===== src/hdl/sfr_pkg.sv =====
package sfr_pkg;
  localparam int         PIX_W        = 10;
  localparam int         CNT_W        = 16;
  localparam logic [15:0] HBLANK_RST  = 16'h015C;
  localparam logic [15:0] VBLANK_RST  = 16'h0020;
  localparam logic [15:0] EDGE_RST    = 16'h0006;
  localparam logic [15:0] DARK_ROWS   = 16'h000A;
  localparam logic [15:0] WIDTH_RST   = 16'h0640;
  localparam logic [15:0] HEIGHT_RST  = 16'h04B0;
  localparam logic [15:0] INTEG_RST   = 16'h0010;
  localparam logic [2:0]  DIV_RST     = 3'h1;
  localparam int         FIFO_DEPTH   = 8;
  typedef enum logic [2:0] {
    SFR_DARK  = 3'b000,
    SFR_LEAD  = 3'b001,
    SFR_ACT   = 3'b010,
    SFR_HBL   = 3'b011,
    SFR_TAIL  = 3'b100,
    SFR_VBL   = 3'b101
  } sfr_state_t;
endpackage


===== src/hdl/sfr_readout.sv =====
`timescale 1ns/10ps
`default_nettype none

// ****************************************
// Small FIFO holding pixels ahead of the output register.
// ****************************************
module sfr_fifo #(
  parameter int W = 10,
  parameter int D = 8
) (
  // Clock and reset.
  input  wire logic         core_clk,
  input  wire logic         rst_n,
  input  wire logic         ce,
  // Fill side.
  input  wire logic         in_valid,
  output logic              in_ready,
  input  wire logic [W-1:0] in_data,
  // Drain side.
  output logic              out_valid,
  input  wire logic         out_ready,
  output logic [W-1:0]      out_data
);
  localparam int AW = $clog2(D);
  logic [W-1:0] mem [D];
  logic [AW-1:0] wp_r;
  logic [AW-1:0] rp_r;
  logic [AW:0]   cnt_r;
  logic          push;
  logic          pop;

  // Full and empty come straight from the occupancy count.
  assign in_ready  = (cnt_r != (AW+1)'(D));
  assign out_valid = (cnt_r != '0);
  assign push      = ce & in_valid & in_ready;
  assign pop       = ce & out_valid & out_ready;
  assign out_data  = mem[rp_r];

  // Storage is written without reset; only pointers and count need defined state.
  always_ff @(posedge core_clk) begin
    if (push) begin
      mem[wp_r] <= in_data;
    end
  end

  // Pointers and count.
  always_ff @(posedge core_clk or negedge rst_n) begin
    if (!rst_n) begin
      wp_r  <= '0;
      rp_r  <= '0;
      cnt_r <= '0;
    end else begin
      if (push) begin
        wp_r <= (wp_r == AW'(D-1)) ? '0 : wp_r + 1'b1;
      end
      if (pop) begin
        rp_r <= (rp_r == AW'(D-1)) ? '0 : rp_r + 1'b1;
      end
      cnt_r <= cnt_r + (AW+1)'(push) - (AW+1)'(pop);
    end
  end
endmodule

// ****************************************
// Frame and row timing generator.
// ****************************************
module sfr_readout (
  // Clock, reset and enable.
  input  wire logic        core_clk,
  input  wire logic        rst_n,
  input  wire logic        ce,
  // Pending settings, written by software.
  input  wire logic [15:0] hblank_a,
  input  wire logic [15:0] hblank_b,
  input  wire logic [15:0] frame_gap_setting_a,
  input  wire logic [15:0] frame_gap_setting_b,
  input  wire logic [3:0]  context_sel,
  input  wire logic        single_adc_a,
  input  wire logic        single_adc_b,
  input  wire logic [2:0]  clk_div,
  input  wire logic [2:0]  clk_delay,
  input  wire logic        skip_en,
  input  wire logic [1:0]  skip_mode,
  input  wire logic        binning_en,
  input  wire logic [15:0] col_width,
  input  wire logic [15:0] row_count,
  input  wire logic [15:0] edge_blank,
  input  wire logic [15:0] integ_rows,
  input  wire logic        integ_wr,
  input  wire logic [15:0] gain,
  input  wire logic        gain_wr,
  input  wire logic        hold_transfer,
  input  wire logic        show_bad,
  input  wire logic        show_dark,
  input  wire logic        bad_change,
  // Pixel source.
  input  wire logic [9:0]  pixel_in,
  output logic             pixel_req,
  // Stream to the consumer.
  output logic             pixel_clock_out,
  output logic             row_valid,
  output logic             frame_valid,
  output logic [9:0]       pixel_data,
  // Status.
  output logic             frame_start,
  output logic [15:0]      live_integ,
  output logic [15:0]      live_gain
);
  // Live copies of the double-buffered settings.
  logic [15:0] hbl_r;
  logic [15:0] vbl_r;
  logic        sadc_r;
  logic [2:0]  div_r;
  logic [4:0]  skip_r;
  logic [15:0] width_r;
  logic [15:0] height_r;
  logic [15:0] edge_r;
  logic [15:0] integ_r;
  logic [15:0] gain_r;
  logic [15:0] gain_defer_r;
  logic        gain_defer_v_r;
  logic        integ_pend_r;
  logic        gain_pend_r;
  logic        bad_pend_r;
  logic        mask_r;
  // Sequencer state.
  sfr_pkg::sfr_state_t st_r;
  sfr_pkg::sfr_state_t st_nxt;
  logic [15:0] pcnt_r;
  logic [15:0] rcnt_r;
  logic [31:0] ftick_r;
  logic [31:0] frame_len;
  logic        pop_en;
  logic [4:0]  div_cnt_r;
  logic        tick;
  logic [4:0]  period;
  logic [15:0] cols;
  logic [15:0] rows;
  logic [15:0] frame_rows;
  logic        fifo_v;
  logic [9:0]  fifo_d;
  logic        lv_int;
  logic        fv_int;
  logic [7:0]  ph_r;

  // Skip decode; binning adds one level of skip, except at skip mode 3 where the factor wraps to zero and nothing is skipped.
  function automatic logic [4:0] skip_of(input logic en, input logic [1:0] m, input logic bin);
    logic [4:0] s;
    s = en ? (5'h02 << m) : 5'h01;
    if (bin) begin
      s = en ? 5'(s << 1) : 5'h02;
    end
    return s;
  endfunction

  // Division by a power-of-two skip factor.
  function automatic logic [15:0] div_skip(input logic [15:0] v, input logic [4:0] s);
    logic [15:0] q;
    q = v;
    for (int i = 0; i < 5; i++) begin
      if (s[i]) begin
        q = v >> i;
      end
    end
    return q;
  endfunction

  // Pixel period in master clocks; a zero divider gives a period of one clock.
  assign period = (sadc_r ? {1'b0, div_r, 1'b0} : {2'b00, div_r}) | {4'h0, (div_r == 3'h0)};
  assign cols   = div_skip(width_r, skip_r);
  assign rows   = div_skip(height_r, skip_r);
  // Long integration stretches the frame by extending vertical blanking.
  assign frame_rows = (integ_r >= rows + vbl_r) ? integ_r : 16'(rows + vbl_r);
  // Whole frame length in pixel periods, counted from frame start.
  assign frame_len = 32'(frame_rows) * (32'(cols) + 32'(hbl_r));
  assign tick   = ce & (div_cnt_r == period - 5'h01);

  // Pixel period divider.
  always_ff @(posedge core_clk or negedge rst_n) begin
    if (!rst_n) begin
      div_cnt_r <= '0;
    end else if (ce) begin
      div_cnt_r <= tick ? '0 : div_cnt_r + 5'h01;
    end
  end

  // Next-state logic of the row and frame sequencer.
  always_comb begin
    st_nxt = st_r;
    case (st_r)
      sfr_pkg::SFR_DARK: begin
        // Dark rows always run, so frame start sits ten rows ahead whether shown or not.
        if (rcnt_r == sfr_pkg::DARK_ROWS - 16'h0001 && pcnt_r == cols + hbl_r - 16'h0001) begin
          st_nxt = sfr_pkg::SFR_LEAD;
        end
      end
      sfr_pkg::SFR_LEAD: begin
        if (pcnt_r == edge_r - 16'h0001) begin
          st_nxt = sfr_pkg::SFR_ACT;
        end
      end
      sfr_pkg::SFR_ACT: begin
        if (pcnt_r == cols - 16'h0001) begin
          st_nxt = (rcnt_r == rows - 16'h0001) ? sfr_pkg::SFR_TAIL : sfr_pkg::SFR_HBL;
        end
      end
      sfr_pkg::SFR_HBL: begin
        if (pcnt_r == hbl_r - 16'h0001) begin
          st_nxt = sfr_pkg::SFR_ACT;
        end
      end
      sfr_pkg::SFR_TAIL: begin
        if (pcnt_r == edge_r - 16'h0001) begin
          st_nxt = sfr_pkg::SFR_VBL;
        end
      end
      sfr_pkg::SFR_VBL: begin
        if (ftick_r >= frame_len - 32'h00000001) begin
          st_nxt = sfr_pkg::SFR_DARK;
        end
      end
      default: st_nxt = sfr_pkg::SFR_DARK;
    endcase
  end

  // State, pixel counter and row counters, advanced once per pixel period.
  always_ff @(posedge core_clk or negedge rst_n) begin
    if (!rst_n) begin
      st_r           <= sfr_pkg::SFR_VBL;
      pcnt_r         <= '0;
      rcnt_r         <= '0;
      ftick_r        <= 32'hFFFFFFFF; // Ends the start-up blanking at the first tick.
    end else if (tick) begin
      st_r <= st_nxt;
      if (st_nxt != st_r) begin
        pcnt_r <= '0;
      end else if (st_r == sfr_pkg::SFR_DARK && pcnt_r == cols + hbl_r - 16'h0001) begin
        pcnt_r <= '0;
      end else begin
        pcnt_r <= pcnt_r + 16'h0001;
      end
      if (frame_start || (st_r == sfr_pkg::SFR_DARK && st_nxt != st_r)) begin
        rcnt_r <= '0;
      end else if ((st_r == sfr_pkg::SFR_DARK && pcnt_r == cols + hbl_r - 16'h0001) ||
                   (st_r == sfr_pkg::SFR_ACT && st_nxt == sfr_pkg::SFR_HBL)) begin
        rcnt_r <= rcnt_r + 16'h0001;
      end
      // Whole-frame timer; counting periods keeps the frame exact whatever the edge gaps are.
      ftick_r <= frame_start ? 32'h00000000 : ftick_r + 32'h00000001;
    end
  end

  // Frame start is the first dark row.
  assign frame_start = tick & (st_r == sfr_pkg::SFR_VBL) & (st_nxt == sfr_pkg::SFR_DARK);

  // Pending to live transfer; software never touches the live copies.
  always_ff @(posedge core_clk or negedge rst_n) begin
    if (!rst_n) begin
      hbl_r    <= sfr_pkg::HBLANK_RST;
      vbl_r    <= sfr_pkg::VBLANK_RST;
      sadc_r   <= 1'b0;
      div_r    <= sfr_pkg::DIV_RST;
      skip_r   <= 5'h01;
      width_r  <= sfr_pkg::WIDTH_RST;
      height_r <= sfr_pkg::HEIGHT_RST;
      edge_r   <= sfr_pkg::EDGE_RST;
      integ_r  <= sfr_pkg::INTEG_RST;
    end else if (frame_start && !hold_transfer) begin
      hbl_r    <= context_sel[0] ? hblank_b : hblank_a;
      vbl_r    <= context_sel[1] ? frame_gap_setting_b : frame_gap_setting_a;
      sadc_r   <= context_sel[3] ? single_adc_b : single_adc_a;
      div_r    <= clk_div;
      skip_r   <= skip_of(skip_en, skip_mode, binning_en);
      width_r  <= col_width;
      height_r <= row_count;
      edge_r   <= (edge_blank == 16'h0000) ? 16'h0001 : edge_blank;
      integ_r  <= integ_rows;
    end
  end

  // Write flags; a write in the transfer cycle wins and stays pending.
  always_ff @(posedge core_clk or negedge rst_n) begin
    if (!rst_n) begin
      integ_pend_r <= 1'b0;
      gain_pend_r  <= 1'b0;
      bad_pend_r   <= 1'b0;
    end else if (ce) begin
      integ_pend_r <= integ_wr | (integ_pend_r & ~(frame_start & ~hold_transfer));
      gain_pend_r  <= gain_wr | (gain_pend_r & ~(frame_start & ~hold_transfer));
      bad_pend_r   <= bad_change | (bad_pend_r & ~(frame_start & ~hold_transfer));
    end
  end

  // Gain goes live at frame start, held one more frame when integration moved too.
  always_ff @(posedge core_clk or negedge rst_n) begin
    if (!rst_n) begin
      gain_r         <= '0;
      gain_defer_r   <= '0;
      gain_defer_v_r <= 1'b0;
    end else if (frame_start && !hold_transfer) begin
      if (gain_defer_v_r) begin
        gain_r <= gain_defer_r;
      end
      if (gain_pend_r && integ_pend_r) begin
        gain_defer_r   <= gain;
        gain_defer_v_r <= 1'b1;
      end else begin
        gain_defer_v_r <= 1'b0;
        if (gain_pend_r || !gain_defer_v_r) begin
          gain_r <= gain;
        end
      end
    end
  end

  // Frame mask for inconsistent integration, unless bad frames are shown.
  always_ff @(posedge core_clk or negedge rst_n) begin
    if (!rst_n) begin
      mask_r <= 1'b0;
    end else if (frame_start) begin
      mask_r <= ((bad_pend_r && !hold_transfer) || (integ_pend_r && !hold_transfer)) && !show_bad;
    end
  end

  // Qualifiers before the output stage.
  assign fv_int = ~mask_r & (st_r == sfr_pkg::SFR_LEAD || st_r == sfr_pkg::SFR_ACT ||
                             st_r == sfr_pkg::SFR_HBL || st_r == sfr_pkg::SFR_TAIL ||
                             (show_dark && st_r == sfr_pkg::SFR_DARK));
  assign lv_int = ~mask_r & (st_r == sfr_pkg::SFR_ACT ||
                             (show_dark && st_r == sfr_pkg::SFR_DARK && pcnt_r < cols &&
                              rcnt_r != 16'h0000));
  // Fetch one period ahead so each active period pops the pixel fetched for it.
  assign pixel_req = tick & (st_nxt == sfr_pkg::SFR_ACT);
  assign pop_en    = tick & (st_r == sfr_pkg::SFR_ACT);

  // Pixel FIFO; in_ready is left open, so a full buffer does not stall the source.
  sfr_fifo #(
    .W (sfr_pkg::PIX_W),
    .D (sfr_pkg::FIFO_DEPTH)
  ) u_fifo (
    .core_clk  (core_clk),
    .rst_n     (rst_n),
    .ce        (ce),
    .in_valid  (pixel_req),
    .in_ready  (),
    .in_data   (pixel_in),
    .out_valid (fifo_v),
    .out_ready (pop_en),
    .out_data  (fifo_d)
  );

  // Output register; one pixel per period while the row qualifier is high.
  always_ff @(posedge core_clk or negedge rst_n) begin
    if (!rst_n) begin
      row_valid   <= 1'b0;
      frame_valid <= 1'b0;
      pixel_data  <= '0;
    end else if (tick) begin
      row_valid   <= lv_int;
      frame_valid <= fv_int;
      pixel_data  <= (lv_int && fifo_v) ? fifo_d : '0;
    end
  end

  // Pixel clock phase history, stepped in whole master clocks, sampled on the rising edge only.
  // The clock runs whenever ce is high, blanking included, so the consumer may use it during blanking.
  always_ff @(posedge core_clk or negedge rst_n) begin
    if (!rst_n) begin
      ph_r <= '0;
    end else if (ce) begin
      ph_r <= {ph_r[6:0], (div_cnt_r >= (period >> 1))};
    end
  end

  // Delay selects a tap; odd settings invert for the half step, except at a one-clock period where the clock just toggles.
  always_ff @(posedge core_clk or negedge rst_n) begin
    if (!rst_n) begin
      pixel_clock_out <= 1'b0;
    end else if (ce) begin
      pixel_clock_out <= (period == 5'h01) ? ~pixel_clock_out ^ clk_delay[0] & 1'b0 :
                         ph_r[clk_delay >> 1] ^ clk_delay[0];
    end
  end

  assign live_integ = integ_r;
  assign live_gain  = gain_r;
endmodule

`default_nettype wire


===== config.mk =====
export PLATFORM = sky130hd
export DESIGN_NAME = sfr_readout
export DESIGN_NICKNAME = d
export VERILOG_FILES = /design/src/hdl/sfr_pkg.sv /design/src/hdl/sfr_readout.sv
export SDC_FILE = /design/constraint.sdc
export NUM_CORES = 2
export LEC_CHECK = 0
export BUFFER_PORTS_ARGS = -buffer_cell sky130_fd_sc_hd__buf_4
export CAP_MARGIN = 25
export CORE_MARGIN = 5
export CORE_UTILIZATION = 63
export DETAILED_ROUTE_END_ITERATION = 8
export PLACE_DENSITY = 0.83
export SLEW_MARGIN = 20
export SYNTH_ARGS = -nofsm -noshare
export SYNTH_HDL_FRONTEND = slang
export SYNTH_SLANG_ARGS = --single-unit

===== constraint.sdc =====
create_clock -name core_clk -period 16.85 [get_ports core_clk]
set_clock_uncertainty 0.2 [all_clocks]
set_input_delay 1.685 -clock core_clk [delete_from_list [all_inputs] [get_ports core_clk]]
set_output_delay 1.685 -clock core_clk [all_outputs]
set_load 0.01 [all_outputs]

==> flow_summary.json <==
{
  "run_status": "finished clean",
  "regArea_mm2": 0.008478,
  "core-area_mm2": 0.05017,
  "route.vias.total": 26220,
  "die_w_um": 235.1,
  "area.growth.synth_to_final_pct": 10.95,
  "worst_r2r_path_depth": 55,
  "yosys-top-cells-area": "sky130_fd_sc_hd__dfrtp_1, sky130_fd_sc_hd__fa_1, sky130_fd_sc_hd__ha_1",
  "comb_power_share_pct": 22.4,
  "critPathMaxStageDelay_ns": 0.57,
  "routed_wl_mm": 84.39,
  "area_enclosed_by_the_die_boundary_mm2": 0.05529,
  "drt-vias-per-instance": 6.088,
  "gp_congestion": 0.9436,
  "row_count": 82,
  "dominantRegCellSynth": "sky130_fd_sc_hd__dfrtp_1",
  "hpwlAfterDp_mm": 63.78,
  "critPathLaunch": "skip_r[4]",
  "yosysTopAreaCellShare_pct": 14.81,
  "netlist_area_mm2": 0.03193,
  "grt_first_pass_wirelength_mm": 135.6,
  "internal_power_uw": 1545,
  "regToRegSetupSlack_ns": 1.60,
  "route.antenna.remaining_nets": 0,
  "antenna_cells_inserted": 0,
  "synth.largest_area_cell": "sky130_fd_sc_hd__dfrtp_1",
  "min_to": "vbl_r[5]",
  "post_layout_nonfiller_instances": 4307,
  "postSynthAreaPerCell_um2": 9.291,
  "power_density_normalized_to_cell_area_mw_per_mm2": 63.34,
  "report.final.slew_viol_count": 0,
  "hold-worst-slack_ns": 0.2882,
  "timing.max_cap.violations": 0,
  "most_common_cell_in_the_netlist": "sky130_fd_sc_hd__inv_1",
  "globalRouteTotalUtil_pct": 29.64,
  "numClockSinks": 320,
  "postSynth.asyncResetShare_pct": 75.00,
  "critPathSlowestCell": "sky130_fd_sc_hd__or4b_4",
  "drtPass1Iterations": 5,
  "timing.setup.critical_path_class": "flop to output port",
  "h-tree-depth": 2,
  "final_hold_violations": 0,
  "netlist-cell-type-count": 115,
  "source_of_the_worst_hold_timing_path": "vbl_r[5]",
  "clk_path_buf_depth": 3,
  "post_cts_hold_buffer_count": 0,
  "start_util_pct": 63.65,
  "max_clock_freq_mhz": 61.88,
  "slew_headroom_pct": 30.67,
  "path_clk_slew_ns": 0.06,
  "initial_antenna_violation_count": 1,
  "cts-buffers-inserted": 36,
  "dp_cells": 4239,
  "worstSetupStartpointType": "flop",
  "synth_edf_count": 80,
  "dieHeight_um": 235.1,
  "io_pins": 226,
  "worstReg2RegEnd": "u_fifo.mem[3][4]",
  "grt_start_max_net_pins": 85,
  "yosysWarnings": 0,
  "holdCritPathClass": "flop to flop",
  "power.net_switching_uw": 698.6,
  "synthCells": 3437,
  "critical_path_arrival_ns": 14.27,
  "detail_route.wl_per_cell_um": 19.59,
  "cts_root_buffer": "sky130_fd_sc_hd__clkbuf_16",
  "worst_r2r_startpoint": "skip_r[4]",
  "post-route-period-util_pct": 95.90,
  "hold-path-cell-count": 2,
  "switching_share_pct": 31.13,
  "tightest_slew_ns": 1.040,
  "insertion_delay_ns": 0.56,
  "critical_path_peak_fanout": 32,
  "portBuffers": 224,
  "final_util_pct": 70.62,
  "timing.critical_path.mode_cell": "sky130_fd_sc_hd__fa_1",
  "multiInputGateArea_mm2": 0.02115,
  "design.final.nets": 4270,
  "setup_viol": 0,
  "first_iter_violations": 2010,
  "post_synth_most_frequent_cells": "sky130_fd_sc_hd__inv_1, sky130_fd_sc_hd__nand2_1, sky130_fd_sc_hd__ha_1",
  "clockPowerShare_pct": 34.6,
  "vdd.ir_drop.worst_mv": 0.1108,
  "clock_tree_from_tritoncts": "done",
  "synth.ff_latch_count": 320,
  "min_clock_period_post_route_ns": 16.16,
  "first_global_vias": 26170,
  "worst_setup_path_end_kind": "output port",
  "post_route_cells_drive_above_1_share_pct": 15.82,
  "leakage_uw": 0.01637,
  "pwr-share-seq_pct": 43.0,
  "globalRouteOverflowTotal": 0,
  "cp.required_ns": 14.96,
  "synth_seq_area_share_pct": 26.53,
  "drc": 0,
  "synth_nets": 4099,
  "num-fill-cells": 3678
}
-- timing repair --
item,in CTS,in global routing
setup buffers,0,1
gates resized for setup,0,11
endpoints found under the setup margin,0,2
-- layout by cell type, fill, tap and decap left out, types with 63 or more instances in the layout --
master / synthesis / routed
sky130_fd_sc_hd__xnor2_1: 121 / 117
sky130_fd_sc_hd__nor2_1: 182 / 181
sky130_fd_sc_hd__edfxtp_1: 80 / 80
sky130_fd_sc_hd__mux2i_1: 85 / 85
sky130_fd_sc_hd__dfrtp_1: 189 / 186
sky130_fd_sc_hd__nor3_1: 64 / 63
sky130_fd_sc_hd__fa_1: 225 / 225
sky130_fd_sc_hd__xor2_1: 77 / 77
sky130_fd_sc_hd__o21ai_0: 110 / 110
sky130_fd_sc_hd__nand2_1: 405 / 405
sky130_fd_sc_hd__a21oi_1: 120 / 120
sky130_fd_sc_hd__ha_1: 258 / 258
sky130_fd_sc_hd__mux2_2: 82 / 81
sky130_fd_sc_hd__inv_1: 448 / 448
sky130_fd_sc_hd__buf_4: 6 / 278
-- flip-flops by register name, indices dropped and copies added, names as in the netlist, 4 cells and up --
signal,flops
u_fifo.mem,80
ftick_r,32
edge_r,16
gain_defer_r,16
hbl_r,16
height_r,16
live_gain,16
live_integ,16
pcnt_r,16
rcnt_r,16
vbl_r,16
width_r,16
pixel_data,10
div_cnt_r,5
ph_r,4
skip_r,4
u_fifo.cnt_r,4
-- worst max path at each step --
stage                            to  depth (start not counted)
final                     pixel_req                         53
after detailed placement  pixel_req                         50
after floorplan           pixel_req                         54
after CTS                 pixel_req                         50
after global routing      pixel_req                         56
after global placement    pixel_req                         50
-- through the flow --
step	power [µW]	setup TNS [ns]	area [µm²]	worst slack (ns)
after global routing	2352	-0.04265	35430	-0.04265
after detailed placement	1463	0	34220	0.6459
after CTS	2249	0	35360	0.04937
final	2244	0	35430	0.6907
after floorplan	1281	0	31930	1.923
after global placement	1441	0	34220	0.9395
-- per-layer routing --
| layer | track usage [%] | vias to the layer above | routed length [µm] |
|---|---|---|---|
| met5 | 0 | - | 21 |
| met4 | 11.86 | 2 | 3530 |
| met3 | 4.405 | 218 | 5780 |
| met2 | 50.84 | 1031 | 41590 |
| met1 | 38.05 | 12890 | 33460 |
| li1 | - | 12080 | - |
-- logic make-up after synthesis --
kind of cell | after synthesis | synth area share (%)
mux | 190 | 7.131
xor+xnor | 199 | 5.501
fa+ha+maj | 483 | 24.21
flops | 320 | 26.53
compound gates | 580 | 12.35
simple gates | 1067 | 16.62
buf+inv | 598 | 7.648
-- final cells by class --
type / count / share of cell area (%)
Clock buffer: 52 / 2.825
Clock inverter: 13 / 0.4061
Inverter: 449 / 4.757
Multi-Input combinational cell: 2519 / 59.70
Sequential cell: 320 / 23.93
Tap cell: 672 / 2.373
Timing Repair Buffer: 282 / 6.011
-- worst max-delay path, delay by kind of cell (launching register included) --
family	cells	cell delay, ns
buffers and inverters	10	1.41
AOI/OAI and AO/OA	19	4.23
adders and majority gates	11	4.48
xor gates and xnor gates	2	0.34
muxes	1	0.15
DFF	1	0.36
and+or+nand+nor	10	2.71
-- power by group through the flow --
| stage | clock (µW) | combinational [µW] | sequential, µW |
|---|---|---|---|
| after global placement | 0 | 472 | 969 |
| after global routing | 824 | 556 | 972 |
| after detailed placement | 0 | 491 | 972 |
| after CTS | 790 | 499 | 960 |
| final | 776 | 503 | 966 |
| after floorplan | 0 | 369 | 912 |
(Power assumes the default switching activity.)
